## src/logic/rpcg_pkg.sv

```systemverilog
// Contract
// - A set enable bit delivers the peripheral's clock and a clear bit withholds it.
// - An access to a peripheral whose clock is gated off is answered with a bus fault.
// - After reset every gating enable bit is zero, so nothing is clocked.
// - The run-mode register governs the clocks in normal run; the sleep and deep-sleep copies govern those states.
// - The sleep copies take effect only while the auto clock gating select bit is set.
// - Bits 7 to 0 of the run port gate register each gate one port, bit 0 port A to bit 7 port H, read/write.
// - Bits 31:8 of the run port gate register are read-only and read as zero.
// - Bits 2, 1 and 0 of the serial unit gate register gate serial units 2, 1 and 0, read/write, reset zero.
// - The run port gate register sits at offset 0x108 and resets to all zeros.
package rpcg_pkg;
    localparam int ADDR_W = 12;
    localparam int DATA_W = 32;
    localparam int PORT_N = 8;
    localparam int SER_N = 3;
    localparam int SEL_W = 4;

    localparam logic [ADDR_W-1:0] OFF_RUN_CFG = 12'h060;
    localparam logic [ADDR_W-1:0] OFF_SER_GATE = 12'h104;
    localparam logic [ADDR_W-1:0] OFF_RUN_PORT = 12'h108;
    localparam logic [ADDR_W-1:0] OFF_SLP_PORT = 12'h118;
    localparam logic [ADDR_W-1:0] OFF_DSL_PORT = 12'h128;
    localparam logic [ADDR_W-1:0] OFF_SLP_SER = 12'h114;
    localparam logic [ADDR_W-1:0] OFF_DSL_SER = 12'h124;
    localparam logic [ADDR_W-1:0] OFF_IRQ_STAT = 12'h200;
    localparam logic [ADDR_W-1:0] OFF_IRQ_MASK = 12'h204;

    localparam int AUTO_BIT = 27;
    localparam int EV_PORT_FAULT = 0;
    localparam int EV_SER_FAULT = 1;
    localparam int EV_N = 2;

    // selector codes 0..7 are ports a..h, 8..10 serial units 0..2
    localparam logic [SEL_W-1:0] SEL_SER_BASE = 4'h8;
    localparam logic [SEL_W-1:0] SEL_LAST = 4'ha;

    localparam logic [PORT_N-1:0] PORT_RST = 8'h00;
    localparam logic [SER_N-1:0] SER_RST = 3'h0;
    localparam logic [EV_N-1:0] EV_RST = 2'h0;
    localparam logic [DATA_W-1:0] ZERO_WORD = 32'h0000_0000;

    typedef struct packed {
        logic [SER_N-1:0] serial;
        logic [PORT_N-1:0] port;
    } rpcg_gate_t;

    typedef struct packed {
        logic valid;
        logic write;
        logic [SEL_W-1:0] sel;
    } rpcg_access_t;

    typedef enum logic [1:0] {
        RPCG_RUN,
        RPCG_SLEEP,
        RPCG_DEEP
    } rpcg_mode_t;
endpackage : rpcg_pkg

```

## src/logic/rpcg_top.sv

```systemverilog
// Implementation choice: the strobed register port.
`timescale 1ns/1ps
`default_nettype none
module rpcg_top
    import rpcg_pkg::*;
(
    input wire logic i_mclk,
    input wire logic i_nrst,
    input wire logic [ADDR_W-1:0] i_addr,
    input wire logic [DATA_W-1:0] i_wdata,
    input wire logic i_wr,
    input wire logic i_rd,
    input wire logic i_sleep,
    input wire logic i_deep_sleep,
    input wire rpcg_access_t i_access,
    output logic [DATA_W-1:0] o_rdata,
    output logic [PORT_N-1:0] o_port_clk_en,
    output logic [SER_N-1:0] o_serial_clk_en,
    output logic o_access_ok,
    output logic o_bus_fault,
    output logic o_irq
);

    rpcg_gate_t run_gate;
    rpcg_gate_t slp_gate;
    rpcg_gate_t dsl_gate;
    logic auto_clock_gate_select;
    logic [EV_N-1:0] irq_stat;
    logic [EV_N-1:0] irq_mask;

    rpcg_mode_t mode;
    rpcg_gate_t live_gate;
    rpcg_gate_t next_gate;
    logic [DATA_W-1:0] next_rdata;
    logic [EV_N-1:0] ev;
    logic [EV_N-1:0] w1c;
    logic sel_ser;
    logic [SEL_W-1:0] ser_idx;
    logic sel_legal;
    logic sel_on;
    logic port_fault;
    logic ser_fault;
    logic next_ok;
    logic next_fault;
    logic [EV_N-1:0] next_irq_stat;
    logic next_irq;
    logic use_deep;
    logic use_sleep;

    // zero-padded read views of each register
    logic [DATA_W-1:0] run_port_word;
    logic [DATA_W-1:0] ser_gate_word;
    logic [DATA_W-1:0] slp_port_word;
    logic [DATA_W-1:0] dsl_port_word;
    logic [DATA_W-1:0] slp_ser_word;
    logic [DATA_W-1:0] dsl_ser_word;
    logic [DATA_W-1:0] cfg_word;
    logic [DATA_W-1:0] irq_stat_word;
    logic [DATA_W-1:0] irq_mask_word;

    logic wr_run_port;
    logic wr_ser_gate;
    logic wr_slp_port;
    logic wr_dsl_port;
    logic wr_slp_ser;
    logic wr_dsl_ser;
    logic wr_cfg;
    logic wr_irq_stat;
    logic wr_irq_mask;

    assign wr_run_port = i_wr && (i_addr == OFF_RUN_PORT);
    assign wr_ser_gate = i_wr && (i_addr == OFF_SER_GATE);
    assign wr_slp_port = i_wr && (i_addr == OFF_SLP_PORT);
    assign wr_dsl_port = i_wr && (i_addr == OFF_DSL_PORT);
    assign wr_slp_ser = i_wr && (i_addr == OFF_SLP_SER);
    assign wr_dsl_ser = i_wr && (i_addr == OFF_DSL_SER);
    assign wr_cfg = i_wr && (i_addr == OFF_RUN_CFG);
    assign wr_irq_stat = i_wr && (i_addr == OFF_IRQ_STAT);
    assign wr_irq_mask = i_wr && (i_addr == OFF_IRQ_MASK);

    always_ff @(posedge i_mclk) begin
        if (!i_nrst) begin
            run_gate.port <= PORT_RST;
        end else if (wr_run_port) begin
            run_gate.port <= i_wdata[PORT_N-1:0];
        end
    end

    always_ff @(posedge i_mclk) begin
        if (!i_nrst) begin
            run_gate.serial <= SER_RST;
        end else if (wr_ser_gate) begin
            run_gate.serial <= i_wdata[SER_N-1:0];
        end
    end

    always_ff @(posedge i_mclk) begin
        if (!i_nrst) begin
            slp_gate.port <= PORT_RST;
        end else if (wr_slp_port) begin
            slp_gate.port <= i_wdata[PORT_N-1:0];
        end
    end

    always_ff @(posedge i_mclk) begin
        if (!i_nrst) begin
            slp_gate.serial <= SER_RST;
        end else if (wr_slp_ser) begin
            slp_gate.serial <= i_wdata[SER_N-1:0];
        end
    end

    always_ff @(posedge i_mclk) begin
        if (!i_nrst) begin
            dsl_gate.port <= PORT_RST;
        end else if (wr_dsl_port) begin
            dsl_gate.port <= i_wdata[PORT_N-1:0];
        end
    end

    always_ff @(posedge i_mclk) begin
        if (!i_nrst) begin
            dsl_gate.serial <= SER_RST;
        end else if (wr_dsl_ser) begin
            dsl_gate.serial <= i_wdata[SER_N-1:0];
        end
    end

    always_ff @(posedge i_mclk) begin
        if (!i_nrst) begin
            auto_clock_gate_select <= 1'b0;
        end else if (wr_cfg) begin
            auto_clock_gate_select <= i_wdata[AUTO_BIT];
        end
    end

    // copies need auto select
    // deep sleep outranks sleep when both are raised
    assign use_deep = auto_clock_gate_select && i_deep_sleep;
    assign use_sleep = auto_clock_gate_select && i_sleep && !i_deep_sleep;

    always_comb begin
        mode = RPCG_RUN;
        if (use_deep) begin
            mode = RPCG_DEEP;
        end else if (use_sleep) begin
            mode = RPCG_SLEEP;
        end
    end

    always_comb begin
        unique case (mode)
            RPCG_RUN: next_gate = run_gate;
            RPCG_SLEEP: next_gate = slp_gate;
            RPCG_DEEP: next_gate = dsl_gate;
        endcase
    end

    always_ff @(posedge i_mclk) begin
        if (!i_nrst) begin
            o_port_clk_en <= PORT_RST;
        end else begin
            o_port_clk_en <= next_gate.port;
        end
    end

    always_ff @(posedge i_mclk) begin
        if (!i_nrst) begin
            o_serial_clk_en <= SER_RST;
        end else begin
            o_serial_clk_en <= next_gate.serial;
        end
    end

    // decode uses the enables the peripherals really see
    // write field is informational and not decoded
    assign live_gate = {o_serial_clk_en, o_port_clk_en};
    assign sel_ser = (i_access.sel >= SEL_SER_BASE);
    assign ser_idx = i_access.sel - SEL_SER_BASE;
    assign sel_legal = (i_access.sel <= SEL_LAST);

    always_comb begin
        sel_on = 1'b0;
        if (!sel_legal) begin
            sel_on = 1'b0;
        end else if (sel_ser) begin
            sel_on = live_gate.serial[ser_idx[1:0]];
        end else begin
            sel_on = live_gate.port[i_access.sel[2:0]];
        end
    end

    // illegal selectors are booked as serial faults
    assign port_fault = i_access.valid && !sel_on && !sel_ser;
    assign ser_fault = i_access.valid && !sel_on && sel_ser;
    assign next_fault = i_access.valid && !sel_on;
    assign next_ok = i_access.valid && sel_on;

    always_ff @(posedge i_mclk) begin
        if (!i_nrst) begin
            o_bus_fault <= 1'b0;
        end else begin
            o_bus_fault <= next_fault;
        end
    end

    always_ff @(posedge i_mclk) begin
        if (!i_nrst) begin
            o_access_ok <= 1'b0;
        end else begin
            o_access_ok <= next_ok;
        end
    end

    always_comb begin
        ev = EV_RST;
        ev[EV_PORT_FAULT] = port_fault;
        ev[EV_SER_FAULT] = ser_fault;
    end

    assign w1c = wr_irq_stat ? i_wdata[EV_N-1:0] : EV_RST;

    // new event beats a same-cycle clear
    assign next_irq_stat = (irq_stat & ~w1c) | ev;
    assign next_irq = |(next_irq_stat & irq_mask);

    always_ff @(posedge i_mclk) begin
        if (!i_nrst) begin
            irq_stat <= EV_RST;
        end else begin
            irq_stat <= next_irq_stat;
        end
    end

    always_ff @(posedge i_mclk) begin
        if (!i_nrst) begin
            irq_mask <= EV_RST;
        end else if (wr_irq_mask) begin
            irq_mask <= i_wdata[EV_N-1:0];
        end
    end

    // level follows the status this edge leaves behind, kept registered
    always_ff @(posedge i_mclk) begin
        if (!i_nrst) begin
            o_irq <= 1'b0;
        end else begin
            o_irq <= next_irq;
        end
    end

    assign run_port_word = {{(DATA_W - PORT_N){1'b0}}, run_gate.port};
    assign ser_gate_word = {{(DATA_W - SER_N){1'b0}}, run_gate.serial};
    assign slp_port_word = {{(DATA_W - PORT_N){1'b0}}, slp_gate.port};
    assign dsl_port_word = {{(DATA_W - PORT_N){1'b0}}, dsl_gate.port};
    assign slp_ser_word = {{(DATA_W - SER_N){1'b0}}, slp_gate.serial};
    assign dsl_ser_word = {{(DATA_W - SER_N){1'b0}}, dsl_gate.serial};
    assign irq_stat_word = {{(DATA_W - EV_N){1'b0}}, irq_stat};
    assign irq_mask_word = {{(DATA_W - EV_N){1'b0}}, irq_mask};

    // auto select is the only live bit of the config word
    always_comb begin
        cfg_word = ZERO_WORD;
        cfg_word[AUTO_BIT] = auto_clock_gate_select;
    end

    always_comb begin
        next_rdata = ZERO_WORD;
        unique case (i_addr)
            OFF_RUN_PORT: next_rdata = run_port_word;
            OFF_SER_GATE: next_rdata = ser_gate_word;
            OFF_SLP_PORT: next_rdata = slp_port_word;
            OFF_DSL_PORT: next_rdata = dsl_port_word;
            OFF_SLP_SER: next_rdata = slp_ser_word;
            OFF_DSL_SER: next_rdata = dsl_ser_word;
            OFF_RUN_CFG: next_rdata = cfg_word;
            OFF_IRQ_STAT: next_rdata = irq_stat_word;
            OFF_IRQ_MASK: next_rdata = irq_mask_word;
            default: next_rdata = ZERO_WORD;
        endcase
    end

    // data only in the cycle after the read strobe
    always_ff @(posedge i_mclk) begin
        if (!i_nrst) begin
            o_rdata <= ZERO_WORD;
        end else if (i_rd) begin
            o_rdata <= next_rdata;
        end else begin
            o_rdata <= ZERO_WORD;
        end
    end

endmodule : rpcg_top
`default_nettype wire

```

## config.mk

```make
export PLATFORM = sky130hd
export DESIGN_NAME = rpcg_top
export DESIGN_NICKNAME = d
export VERILOG_FILES = /design/src/logic/rpcg_pkg.sv /design/src/logic/rpcg_top.sv
export SDC_FILE = /design/constraint.sdc
export NUM_CORES = 1
export LEC_CHECK = 0
export BUFFER_PORTS_ARGS = -buffer_cell sky130_fd_sc_hd__buf_2
export CELL_PAD_IN_SITES_DETAIL_PLACEMENT = 0
export CELL_PAD_IN_SITES_GLOBAL_PLACEMENT = 2
export CORE_ASPECT_RATIO = 1.75
export CORE_MARGIN = 3
export CORE_UTILIZATION = 33
export CTS_BUF_LIST = sky130_fd_sc_hd__clkbuf_8
export CTS_CLUSTER_SIZE = 14
export DETAILED_ROUTE_END_ITERATION = 16
export GPL_TIMING_DRIVEN = 0
export PLACE_DENSITY_LB_ADDON = 0.1
export SYNTH_ARGS = -nofsm -noshare
export SYNTH_HDL_FRONTEND = slang
export SYNTH_SLANG_ARGS = --single-unit
```

## constraint.sdc

```tcl
create_clock -name i_mclk -period 3.3 [get_ports i_mclk]
set_clock_uncertainty 0.15 [all_clocks]
set_input_delay 0.33 -clock i_mclk [delete_from_list [all_inputs] [get_ports i_mclk]]
set_output_delay 0.33 -clock i_mclk [all_outputs]
set_load 0.02 [all_outputs]
```

==> metrics.md <==
| Metric | Value |
|---|---|
| Fmax | 495 MHz |
| Unrepaired setup endpoints after global routing | no |
| Final period demand of the worst path | 2.02 ns |
| Rows | 46 |
| Post_cts resized | 0 |
| Cells after Synth | 340 |
| First-pass GRT wire length | 14,300 µm |
| Reg-to-Reg Start | auto_clock_gate_select |
| Reg2Reg Setup Slack | 1.65 ns |
| Synth-to-layout area growth | 20.2% |
| Highest routed layer | met4 |
| I/O Pins | 102 |
| Post-synthesis async set-or-reset flop share | 0 |
| Required @ worst endpoint | 3.38 ns |
| Hold Buf Count CTS | 0 |
| Hold Slack | 0.0822 ns |
| Max_slew headroom | 0.430 |
| FF-to-FF path depth | 4 |
| WHS Path Cells | 3 |
| Drt first pass iters | 4 |
| Worst-path fanout max | 8 |
| Startpoint Class | input pin |
| Post-route ant nets | 0 |
| Layout cell share with drive strength beyond 1 | 0.246 |
| Vias in the first global route | 2,600 |
| Largest net degree at the start of global routing | 11 |
| Peak supply drop | 320 µV |
| Setup crit end kind | flip-flop |
| Clock root cell | clkbuf_8 |
| H-tree Lvls | 3 |
| Met1 Wirelength | 3620 µm |
| GRT Residual Overflow | 0 |
| WL final | 9190 µm |
| Placer Congestion | 0.771 |
| Worst EP arrival | 2.10 ns |
| Main synth FF type | dfxtp_1 |
| Period utilization | 0.613 |
| Outcome | finished clean |
| Vias | 2,624 |
| Sequential cell area fraction in the yosys report | 0.384 |
| Die height | 136 µm |
| CTS clk-pin slew, worst paths | 0.07 ns |
| DR vias/cell | 4.81 |
| Core ar. | 9210 µm² |
| Yosys warning count | 0 |
| Skew-Pair Late Insertion Delay | 0.35 ns |
| CP Class | input pin to flip-flop |
| Final hold vios | 0 |
| Leak Pwr | 1.57 nW |
| Cell taking the most area after synthesis | dfxtp_1 |
| Antenna Cells | 0 |
| # nets final | 477 |
| Port Buffers | 48 |
| DR WL/cell | 16.8 µm |
| Total track usage | 0.177 |
| #FFs+latches synth | 61 |
| CTS tree | done |
| Total negative slack | 0 ns |
| Post-synth cell types | 48 |
| Die span in x | 80.2 µm |
| Area contributors post-synth | dfxtp_1 38%, mux2i_1 16%, nor2b_1 6.9%, buf_4 6.1%, o21ai_0 3.0% |
| Worst slew pin tran | 0.855 ns |
| Cell Area, Synth | 3180 µm² |
| Initial antenna violation count | 0 |
| HP Start | i_wdata[27] |
| Die area | 10,900 µm² |
| # setup viols final | 0 |
| Detailed placement HPWL | 6990 µm |
| P per Cell Area | 386 nW/µm² |
| Clock Sink Count | 61 |
| Starting Density | 0.346 |
| FF-to-FF End | o_port_clk_en[3] |
| CTS buffer count | 9 |
| DRC | 0 |
| Syn_area_per_cell | 9.36 µm² |
| Hold EP | auto_clock_gate_select |
| Initial DRC count | 73 |
| Max Slew Vio Count | 0 |
| Post-CTS Setup Bufs | 0 |
| Post-synth EDFFs | 0 |
| HP Class | input pin to flip-flop |
| CTS max path bufs | 2 |
| Share of the synthesized area in the top cell type | 0.384 |
| Max_cap viols | 0 |
| Metal3 WL | 365 µm |
| Metal2 WL | 4980 µm |
-- state kept, by name, indices dropped and copies added, names as in the netlist --
register / flops
o_rdata: 9
o_serial_clk_en: 3
o_port_clk_en: 8
dsl_gate: 11
irq_stat: 2
run_gate: 11
slp_gate: 11
o_bus_fault: 1
irq_mask: 2
o_irq: 1
o_access_ok: 1
auto_clock_gate_select: 1
-- cell usage in the layout, fill, tap and decap left out, drive strengths merged, types with 2 or more instances in the layout --
master and n:
conb 23, nor2 16, a32oi 2, nand3b 3
and2 2, mux4 2, nor2b 35, a21oi 18
a21boi 6, a22oi 3, nor4b 5, nand4 3
clkbuf 24, nor3 8, or4b 3, nor4 2
nand2b 12, dfxtp 61, and3 4, o21ai 20
nand2 18, buf 78, inv 3, mux2i 52
nand3 5, clkinv 4, o21a 2
-- layer usage --
layer  up-vias  GRT usage
met5         -          0
met4         0     0.0789
met3        15     0.0385
met2        66      0.320
met1      1225      0.194
li1       1318          -
-- worst max-delay path, stage by stage --
cell	delay [ns]
buf_2	0.13
nor4b_1	0.54
and3_1	0.35
nor4b_2	0.22
buf_4	0.26
mux2i_1	0.21
nor2b_1	0.06
-- stage by stage --
step | cell area (µm²) | setup slack, ns | power (mW) | util | cells
2_1_floorplan | 3270 | 1.32 | 0.863 | - | 362
3_3_place_gp | 3660 | 0.914 | 0.914 | 0.397 | 530
3_5_place_dp | 3660 | 0.916 | 0.914 | 0.397 | 530
4_1_cts | 3820 | 1.27 | 1.50 | 0.415 | 546
5_1_grt | 3820 | 1.08 | 1.55 | 0.415 | 546
6_report | 3820 | 1.28 | 1.48 | 0.415 | 546
-- cell usage after synthesis (all sizes together), types with 2 or more instances --
cell type and instances:
a21boi 6, a21oi 18, a22oi 3, a32oi 2
and2 2, and3 4, buf 30, clkbuf 14
dfxtp 61, mux2i 52, mux4 2, nand2 18
nand2b 12, nand3 5, nand3b 3, nand4 3
nor2 16, nor2b 35, nor3 8, nor4 2
nor4b 5, o21a 2, o21ai 20, or4b 3
-- worst max-delay path by stage --
stage	startpoint	slack, ns	to
after CTS	i_addr[3]	1.27	run_gate[8]
after floorplan	i_addr[5]	1.32	o_rdata[3]
after detailed placement	i_addr[3]	0.92	run_gate[8]
final	i_addr[6]	1.28	run_gate[4]
after global routing	i_addr[6]	1.08	run_gate[1]
after global placement	i_addr[3]	0.91	run_gate[8]
-- cell type report --
class | instances | area, µm²
Timing Repair Buffer | 48 | 240
Sequential cell | 61 | 1220
Inverter | 1 | 3.75
Multi-Input combinational cell | 256 | 1770
Clock inverter | 6 | 31.3
Buffer | 44 | 272
Tap cell | 120 | 150
Fill cell | 984 | 5380
Clock buffer | 10 | 138
-- kinds of logic after synthesis --
| logic type | count (synthesis) | share of synthesized area |
|---|---|---|
| mux | 54 | 0.178 |
| other cells | 1 | 0.00118 |
| compound gates | 61 | 0.121 |
| flops | 61 | 0.384 |
| simple gates | 118 | 0.230 |
| buf+inv | 45 | 0.0865 |
-- power by group --
group	switching, mW	internal, mW
sequential	0.00153	0.739
combinational	0.0963	0.0619
clock	0.294	0.284
total	0.392	1.09
Note: power is estimated with default switching activity, not from simulation.
